==> src/rtl/card_trail_pkg.sv <==
package card_trail_pkg;

   // frame delays in carrier cycles (last reader data bit one / zero)
   localparam logic [11:0] MIN_DELAY_ONE = 12'h4D4; // 1236
   localparam logic [11:0] MIN_DELAY_ZERO = 12'h494; // 1172
   localparam logic [11:0] NOM_DELAY_ONE = 12'hC54; // 3156
   localparam logic [11:0] NOM_DELAY_ZERO = 12'hC14; // 3092

   // one bit period is 128 carrier cycles
   localparam logic [6:0] ETU_LAST = 7'h7F;

   // reader command bytes
   localparam logic [7:0] CMD_WAKE_A = 8'h52;
   localparam logic [7:0] CMD_HALT = 8'h50;
   localparam logic [7:0] CMD_ZERO = 8'h00;
   localparam logic [7:0] CMD_WAKE_B = 8'h05;
   localparam logic [7:0] CMD_WAKE_B_PARAM = 8'h08;
   localparam logic [7:0] CMD_CASCADE1 = 8'h93;
   localparam logic [7:0] CMD_ANTICOL = 8'h20;
   localparam logic [7:0] CMD_SELECT = 8'h70;
   localparam logic [7:0] CMD_ATS_REQ = 8'hE0;
   localparam logic [7:0] CMD_ATS_PARAM = 8'h80;
   localparam logic [7:0] IBLOCK_MASK = 8'hE2;
   localparam logic [7:0] IBLOCK_CODE = 8'h02;

   // expected received lengths, crc bytes already stripped
   localparam logic [3:0] LEN_SHORT = 4'h1;
   localparam logic [3:0] LEN_TWO = 4'h2;
   localparam logic [3:0] LEN_WAKE_B = 4'h3;
   localparam logic [3:0] LEN_SELECT = 4'h7;

   // end-of-test command code for the removal procedure (arbitrary value)
   localparam logic [7:0] EOT_REMOVAL = 8'h01;

   typedef enum logic [2:0] {
      RESP_ATQA, RESP_UID, RESP_SAK, RESP_ATS, RESP_DIR, RESP_EOT
   } resp_t;

   typedef enum logic [3:0] {
      TR_POLL, TR_HALT, TR_WAKE_B, TR_WAKE2, TR_ANTICOL, TR_SELECT,
      TR_ATS, TR_DIR, TR_LOOP, TR_END, TR_DONE
   } trail_t;

   typedef enum logic [1:0] {
      TX_IDLE, TX_WAIT, TX_SEND
   } tx_t;

   // byte idx of a response frame
   function automatic logic [7:0] respByte(resp_t resp, logic [4:0] idx, logic [7:0] eot);
      logic [7:0] b;
      b = 8'h00;
      case (resp)
         RESP_ATQA: b = (idx == 5'h00) ? 8'h08 : 8'h03;
         RESP_UID: begin
            case (idx)
               5'h00: b = 8'h27;
               5'h01: b = 8'hE9;
               5'h02: b = 8'h3B;
               5'h03: b = 8'h11;
               default: b = 8'hE4;
            endcase
         end
         RESP_SAK: b = 8'h20;
         RESP_ATS: begin
            case (idx)
               5'h00: b = 8'h05;
               5'h01: b = 8'h72;
               5'h02: b = 8'h80;
               5'h03: b = 8'h40;
               default: b = 8'h02;
            endcase
         end
         RESP_DIR: begin
            case (idx)
               5'h00: b = 8'h02;
               5'h01: b = 8'h00;
               5'h02: b = 8'hA4;
               5'h03: b = 8'h04;
               5'h04: b = 8'h00;
               5'h05: b = 8'h0C;
               5'h12: b = 8'h00;
               5'h13: b = 8'h90;
               5'h14: b = 8'h00;
               default: b = {3'h0, idx} - 8'h05;
            endcase
         end
         default: begin
            case (idx)
               5'h00: b = 8'h03;
               5'h01: b = eot;
               5'h02: b = 8'h90;
               default: b = 8'h00;
            endcase
         end
      endcase
      return b;
   endfunction

   // index of the last byte of a response
   function automatic logic [4:0] respLast(resp_t resp);
      case (resp)
         RESP_ATQA: return 5'h01;
         RESP_UID: return 5'h04;
         RESP_SAK: return 5'h00;
         RESP_ATS: return 5'h04;
         RESP_DIR: return 5'h14;
         default: return 5'h03;
      endcase
   endfunction

   // frames sent with crc, all but ATQA and UID
   function automatic logic respCrc(resp_t resp);
      return !(resp == RESP_ATQA || resp == RESP_UID);
   endfunction

   // delay before the start of frame
   function automatic logic [11:0] frameDelay(resp_t resp, logic lastBit);
      if (resp == RESP_ATS || resp == RESP_DIR || resp == RESP_EOT) begin
         return lastBit ? NOM_DELAY_ONE : NOM_DELAY_ZERO;
      end
      return lastBit ? MIN_DELAY_ONE : MIN_DELAY_ZERO;
   endfunction

endpackage

==> src/rtl/word_buffer.sv <==
`timescale 1ns/1ps
`default_nettype none
module word_buffer #(
   parameter int WIDTH = 9,
   parameter int DEPTH = 2
) (
   input wire logic clk,
   input wire logic reset_n,
   input wire logic ce,
   input wire logic flush,
   input wire logic inValid,
   input wire logic [WIDTH-1:0] inData,
   output logic inReady,
   output logic outValid,
   output logic [WIDTH-1:0] outData,
   input wire logic outReady
);
   localparam int AW = $clog2(DEPTH);

   typedef struct packed {
      logic [DEPTH-1:0][WIDTH-1:0] mem;
      logic [AW-1:0] wr;
      logic [AW-1:0] rd;
      logic [AW:0] count;
   } buf_t;

   buf_t r, n;
   logic push;
   logic pop;

   // handshakes from the fill count
   assign inReady = (r.count != (AW+1)'(DEPTH));
   assign outValid = (r.count != '0);
   assign outData = r.mem[r.rd];
   assign push = inValid & inReady;
   assign pop = outValid & outReady;

   // next buffer contents
   always_comb begin
      n = r;
      if (push) begin
         n.mem[r.wr] = inData;
         n.wr = (r.wr == AW'(DEPTH - 1)) ? '0 : AW'(r.wr + 1'b1);
      end
      if (pop) begin
         n.rd = (r.rd == AW'(DEPTH - 1)) ? '0 : AW'(r.rd + 1'b1);
      end
      n.count = (AW+1)'(r.count + (AW+1)'(push) - (AW+1)'(pop));
      if (flush) begin
         n.wr = '0;
         n.rd = '0;
         n.count = '0;
      end
   end

   always_ff @(posedge clk or negedge reset_n) begin
      if (!reset_n) begin
         r <= '0;
      end else if (ce) begin
         r <= n;
      end
   end
endmodule
`default_nettype wire

==> src/rtl/type_a_card_emulator_trail.sv <==
`timescale 1ns/1ps
`default_nettype none
module type_a_card_emulator_trail
   import card_trail_pkg::*;
#(
   parameter logic [7:0] END_OF_TEST_COMMAND = EOT_REMOVAL
) (
   input wire logic clk,
   input wire logic reset_n,
   input wire logic ce,
   input wire logic carrierClk,
   input wire logic carrierPresent,
   input wire logic rxValid,
   input wire logic [7:0] rxByte,
   input wire logic rxEnd,
   input wire logic rxShort,
   input wire logic rxTypeB,
   input wire logic rxCrcOk,
   input wire logic rxLastBit,
   output logic txSof,
   output logic txValid,
   output logic [7:0] txByte,
   output logic txLast,
   input wire logic txReady,
   output logic txAppendCrc,
   output logic bitTick,
   output logic trailDone
);

   typedef struct packed {
      logic [1:0] carSync;
      logic carPrev;
      logic [1:0] presSync;
      trail_t trail;
      logic pastWakeB;
      logic [7:0] rx0;
      logic [7:0] rx1;
      logic [7:0] rx2;
      logic [3:0] rxCount;
      tx_t tx;
      resp_t resp;
      logic [11:0] delayTarget;
      logic [11:0] delayCnt;
      logic [4:0] idx;
      logic frameActive;
      logic [6:0] etu;
      logic sof;
      logic tick;
      logic crc;
   } state_t;

   state_t r, n;
   logic carEdge;
   logic present;
   logic pushValid;
   logic pushReady;
   logic [8:0] pushData;
   logic [8:0] outData;
   logic txDone;
   logic typeA2;

   // carrier edges and presence, both after two flops
   assign carEdge = r.carSync[1] & ~r.carPrev;
   assign present = r.presSync[1];
   assign txDone = txValid & txReady & txLast;

   // a two-byte Type A frame with good crc
   assign typeA2 = !rxTypeB && !rxShort && rxCrcOk && (r.rxCount == LEN_TWO);

   // bytes of the response that is being sent
   assign pushValid = (r.tx == TX_SEND) && present;
   assign pushData = {r.idx == respLast(r.resp), respByte(r.resp, r.idx, END_OF_TEST_COMMAND)};

   word_buffer #(.WIDTH(9), .DEPTH(2)) txBuffer (
      .clk(clk),
      .reset_n(reset_n),
      .ce(ce),
      .flush(!present),
      .inValid(pushValid),
      .inData(pushData),
      .inReady(pushReady),
      .outValid(txValid),
      .outData(outData),
      .outReady(txReady)
   );

   assign txByte = outData[7:0];
   assign txLast = outData[8];
   assign txSof = r.sof;
   assign bitTick = r.tick;
   assign txAppendCrc = r.crc;
   assign trailDone = (r.trail == TR_DONE);

   // trail interpreter, frame delay and send sequencing
   always_comb begin
      n = r;
      n.carSync = {r.carSync[0], carrierClk};
      n.presSync = {r.presSync[0], carrierPresent};
      n.carPrev = r.carSync[1];
      n.sof = 1'b0;
      n.tick = 1'b0;

      // collect the leading bytes of a reader frame
      if (rxValid) begin
         if (r.rxCount == 4'h0) begin
            n.rx0 = rxByte;
         end else if (r.rxCount == 4'h1) begin
            n.rx1 = rxByte;
         end else if (r.rxCount == 4'h2) begin
            n.rx2 = rxByte;
         end
         if (r.rxCount != 4'hF) begin
            n.rxCount = r.rxCount + 4'h1;
         end
      end

      // match the finished frame against the next trail step
      if (rxEnd) begin
         n.rxCount = 4'h0;
         if (r.tx == TX_IDLE && !r.frameActive) begin
            n.tx = TX_WAIT;
            n.delayCnt = 12'h000;
            case (r.trail)
               TR_POLL: begin
                  if (rxShort && r.rxCount == LEN_SHORT && r.rx0 == CMD_WAKE_A) begin
                     n.resp = RESP_ATQA;
                     n.trail = TR_HALT;
                  end else begin
                     n.tx = TX_IDLE;
                  end
               end
               TR_HALT: begin
                  n.tx = TX_IDLE;
                  if (typeA2 && r.rx0 == CMD_HALT && r.rx1 == CMD_ZERO) begin
                     n.trail = TR_WAKE_B;
                  end
               end
               TR_WAKE_B: begin
                  n.tx = TX_IDLE;
                  if (rxTypeB && r.rxCount == LEN_WAKE_B && r.rx0 == CMD_WAKE_B
                      && r.rx1 == CMD_ZERO && r.rx2 == CMD_WAKE_B_PARAM) begin
                     n.trail = TR_WAKE2;
                     n.pastWakeB = 1'b1;
                  end
               end
               TR_WAKE2: begin
                  if (rxShort && r.rxCount == LEN_SHORT && r.rx0 == CMD_WAKE_A) begin
                     n.resp = RESP_ATQA;
                     n.trail = TR_ANTICOL;
                  end else begin
                     n.tx = TX_IDLE;
                  end
               end
               TR_ANTICOL: begin
                  if (!rxTypeB && !rxShort && r.rxCount == LEN_TWO
                      && r.rx0 == CMD_CASCADE1 && r.rx1 == CMD_ANTICOL) begin
                     n.resp = RESP_UID;
                     n.trail = TR_SELECT;
                  end else begin
                     n.tx = TX_IDLE;
                  end
               end
               TR_SELECT: begin
                  if (!rxTypeB && rxCrcOk && r.rxCount == LEN_SELECT
                      && r.rx0 == CMD_CASCADE1 && r.rx1 == CMD_SELECT) begin
                     n.resp = RESP_SAK;
                     n.trail = TR_ATS;
                  end else begin
                     n.tx = TX_IDLE;
                  end
               end
               TR_ATS: begin
                  if (typeA2 && r.rx0 == CMD_ATS_REQ && r.rx1 == CMD_ATS_PARAM) begin
                     n.resp = RESP_ATS;
                     n.trail = TR_DIR;
                  end else begin
                     n.tx = TX_IDLE;
                  end
               end
               TR_DIR, TR_LOOP: begin
                  if (!rxTypeB && !rxShort && rxCrcOk && r.rxCount != 4'h0
                      && (r.rx0 & IBLOCK_MASK) == IBLOCK_CODE) begin
                     n.resp = (r.trail == TR_DIR) ? RESP_DIR : RESP_EOT;
                     n.trail = (r.trail == TR_DIR) ? TR_LOOP : TR_END;
                  end else begin
                     n.tx = TX_IDLE;
                  end
               end
               default: begin
                  n.tx = TX_IDLE;
               end
            endcase
            n.delayTarget = frameDelay(n.resp, rxLastBit);
         end
      end

      // frame delay counted on carrier edges, then send
      case (r.tx)
         TX_WAIT: begin
            if (carEdge) begin
               n.delayCnt = r.delayCnt + 12'h001;
               if (n.delayCnt == r.delayTarget) begin
                  n.tx = TX_SEND;
                  n.sof = 1'b1;
                  n.idx = 5'h00;
                  n.etu = 7'h00;
                  n.frameActive = 1'b1;
                  n.crc = respCrc(r.resp);
               end
            end
         end
         TX_SEND: begin
            if (pushReady) begin
               n.idx = r.idx + 5'h01;
               if (r.idx == respLast(r.resp)) begin
                  n.tx = TX_IDLE;
               end
            end
         end
         default: begin
            // idle keeps the wait started by a matching frame end above
         end
      endcase

      // bit clock at carrier over 128 while a frame is out
      if (r.frameActive && carEdge) begin
         n.etu = r.etu + 7'h01;
         n.tick = (r.etu == ETU_LAST);
      end
      if (txDone) begin
         n.frameActive = 1'b0;
      end

      // carrier loss resets the card side
      if (!present) begin
         n.tx = TX_IDLE;
         n.frameActive = 1'b0;
         n.rxCount = 4'h0;
         if (r.trail == TR_END || r.trail == TR_DONE) begin
            n.trail = TR_DONE;
         end else if (r.pastWakeB) begin
            n.trail = TR_WAKE2;
         end else begin
            n.trail = TR_POLL;
         end
      end
   end

   always_ff @(posedge clk or negedge reset_n) begin
      if (!reset_n) begin
         r <= '0;
      end else if (ce) begin
         r <= n;
      end
   end
endmodule
`default_nettype wire

==> config.mk <==
export PLATFORM = sky130hd
export DESIGN_NAME = type_a_card_emulator_trail
export DESIGN_NICKNAME = d
export VERILOG_FILES = /design/src/rtl/card_trail_pkg.sv /design/src/rtl/word_buffer.sv /design/src/rtl/type_a_card_emulator_trail.sv
export SDC_FILE = /design/constraint.sdc
export NUM_CORES = 1
export LEC_CHECK = 0
export ABC_AREA = 1
export BUFFER_PORTS_ARGS = -buffer_cell sky130_fd_sc_hd__buf_2
export CAP_MARGIN = 20
export CORE_MARGIN = 4
export CORE_UTILIZATION = 62
export DETAILED_ROUTE_END_ITERATION = 6
export PLACE_DENSITY = 0.81
export SYNTH_ARGS = -nofsm -noshare
export SYNTH_HDL_FRONTEND = slang
export SYNTH_HIERARCHICAL = 1
export SYNTH_SLANG_ARGS = --single-unit
==> constraint.sdc <==
create_clock -name clk -period 2.48 [get_ports clk]
set_clock_uncertainty 0.2 [all_clocks]
set_input_delay 0.124 -clock clk [delete_from_list [all_inputs] [get_ports clk]]
set_output_delay 0.124 -clock clk [all_outputs]
set_load 0.1 [all_outputs]
==> flow_summary.yaml <==
setup_path:
  required_ps: 2580
  critical-path-slowest-cell: "dfrtp_2"
  regToRegStartpoint: "r[11]$_DFFE_PN0P_"
  reg2reg_depth: 11
  crit_family: "simple AND/OR/NAND/NOR gates"
  slowest_delay_ps: 420
  r2r-end: "txBuffer/r[4]$_DFFE_PN0P_"
  path_buf_inv: 3
  reg2reg_slack_ps: 200
  cp.arrival_ps: 2380
  path_max_fanout: 6
  cp-start-kind: "flop"
  critPathKind: "reg -> reg"
  crit_path_cell_trace: "inv_1 > ha_1 > inv_1 > nor3_1 > nor4_1 > nand2_1 > inv_2 > nand3_1 > a22oi_1 > nand4_1 > nand2_1"
  crit_path_end_kind: "flop"
flow_run:
  drv_cap: 0
clock_tree:
  root_buffer: "clkbuf_8"
  cts_sinks: 97
  max-clock-path-buffers: 2
  cts_buffers: 9
  clock_latency_ps: 370
  tritoncts: "yes"
  htreeDepth: 3
  clk_pin_slew_ps: 100
drt:
  vias: 6299
  post-route-drc-count: 0
  drt-pass1-iter-count: 7
  ant_nets: 0
  wire_per_inst_um: 13.1
  drt-initial-drc-count: 617
  vias_per_cell: 5.41
  wl_mm: 15.2
logic_synthesis:
  yosysSeqAreaShare_pct: 37.1
  yosys_warnings: 6
  synth_cells: 967
  syn_avg_cell_area_um2: 6.77
  yosysTopAreaCellShare_pct: 37.1
  synth_nets: 1003
  synthFlopType: "dfrtp_1"
  yosys.area.top_type: "dfrtp_1"
  yosysUniqueCellTypes: 50
  syn_area_um2: 6550
  async_flop_share_pct: 100
  synth_edf_count: 0
  synthTopCellsByArea: "dfrtp_1 (37%), nand2_1 (19%), inv_1 (6.6%)"
  ys_ff_latch: 97
pwr:
  ir_drop_uv: 363
  power_switching_share_pct: 27.0
  p_int_mw: 2.62
  clkPwrFrac_pct: 38.6
  pwr-share-seq_pct: 47.7
  switchingPower_mw: 0.970
  cellPowerDensity_nw_per_um2: 489
  p_leak_nw: 3.86
  p_comb_share_pct: 13.7
placement:
  dp_hpwl_mm: 11.4
  gp_congestion: 0.967
  io_buffers: 33
  post_dp_cell_area_um2: 6880
global_routing:
  grt_pass1_vias: 5822
  grt_use_total_pct: 25.7
  grt_pass1_wl_mm: 26.7
  grt_max_degree: 39
  antenna_found_initial: 0
  overflow: 0
sta:
  setup_tns_ps: 0
  max_freq_ghz: 0.439
  slew_headroom_pct: 63.8
  min_period_ps: 2280
  tightest_slew_ps: 543
  grt_setup_unrepaired: "no"
  maxSlewViolCount: 0
  hold_violations: 0
  setup_viol: 0
  fin_crit_sh_pct: 91.9
final_layout:
  drive_gt1_share_pct: 11.1
  final_common_cell: "nand2_1"
  antenna_cells: 0
  nets: 1059
  fin_area_um2: 7340
  areaGrowthSynthToFinish_pct: 12.1
  layout_common_cells: "nand2_1 (333), inv_1 (115), nor2_1 (99)"
worst_hold_path:
  hold_class: "in -> async"
outcome:
  outcome: "complete, no violations"
die:
  fp.coreArea_um2: 10300
  io_pins: 34
  die_area_um2: 12300
  num_rows: 37
  die_w_um: 111
  start_util_pct: 63.4
  die_h_um: 111
layer usage:
layer / GRT usage, % / share of wire [%] / routed length [um] / vias up
met5: 0 / 0 / 0 / -
met4: 8.37 / 1.6 / 245 / 0
met3: 2.35 / 4.3 / 659 / 20
met2: 40.1 / 45 / 6890 / 175
met1: 37.7 / 49 / 7430 / 2875
li1: - / - / - / 3229
cells by family (layout without fill, tap and decap cells):
group,after synthesis,after routing,synth area share [%]
flip-flops,97,97,37.1
XOR/XNOR,7,7,0.936
AND/OR/NAND/NOR,611,611,41.8
adder cells (fa/ha/maj),16,16,3.06
buffers and inverters,143,204,8.85
AO/OA/AOI/OAI,93,93,8.25
flip-flops by register name, indices dropped and copies added (netlist names):
name         count
txSof            1
txAppendCrc      1
n                3
r               68
bitTick          1
present          1
txBuffer/r      22
power by group through the flow:
stage          clock, mW  sequential (mW)  combinational [mW]
3_3_place_gp           0             1.74               0.451
6_report            1.38             1.71               0.490
3_5_place_dp           0             1.74               0.461
2_1_floorplan          0             1.72               0.331
5_1_grt             1.46             1.72               0.559
4_1_cts             1.40             1.71               0.484
how the worst max path moves through the flow:
stage                      start                         end  slack [ps]  depth (start not counted)
2_1_floorplan  r[43]$_DFFE_PN0P_   txBuffer/r[0]$_DFFE_PN0P_         200                         13
3_3_place_gp   r[12]$_DFFE_PN0P_   txBuffer/r[5]$_DFFE_PN0P_         230                         13
3_5_place_dp   r[11]$_DFFE_PN0P_  txBuffer/r[16]$_DFFE_PN0P_         200                         11
4_1_cts        r[12]$_DFFE_PN0P_   txBuffer/r[7]$_DFFE_PN0P_         160                         13
5_1_grt        r[11]$_DFFE_PN0P_   txBuffer/r[6]$_DFFE_PN0P_           4                         12
6_report       r[11]$_DFFE_PN0P_   txBuffer/r[4]$_DFFE_PN0P_         200                         11
metrics by stage:
stage	hold WS [ps]	cells	setup WS (ps)	total power [mW]	utilization, %
6_report	64.0	1164	201	3.59	71.1
2_1_floorplan	-372	967	202	2.05	-
5_1_grt	84.7	1164	4.16	3.75	71.1
3_5_place_dp	-70.6	1130	198	2.20	66.6
4_1_cts	59.1	1163	164	3.59	70.9
3_3_place_gp	-77.0	1130	233	2.19	66.6
synthesized netlist by cell type (4+ instances only):
master,n
a21oi_1,19
nand2_1,333
inv_1,115
ha_1,16
nor2_2,12
nand3_1,78
xor2_1,5
nand4_1,44
o21ai_0,52
o22ai_1,10
nor3_1,7
dfrtp_1,97
inv_2,4
nor2_1,100
clkbuf_1,9
buf_2,8
nand2_2,6
area by class of cell:
class / instances / area [um^2]
Clock buffer: 10 / 138
Clock inverter: 6 / 138
Timing Repair Buffer: 66 / 458
Sequential cell: 97 / 2430
Inverter: 122 / 458
Fill cell: 895 / 2990
Tap cell: 136 / 170
Multi-Input combinational cell: 727 / 3540
repair_timing:
action / 4_1_cts / 5_1_grt
buffers inserted: 0 / 1
hold buffers: 17 / 0
hold endpoints to repair: 105 / 0
gates resized for setup: 0 / 6
setup endpoints to repair: 0 / 17
Note: power is estimated with default switching activity, not from simulation.
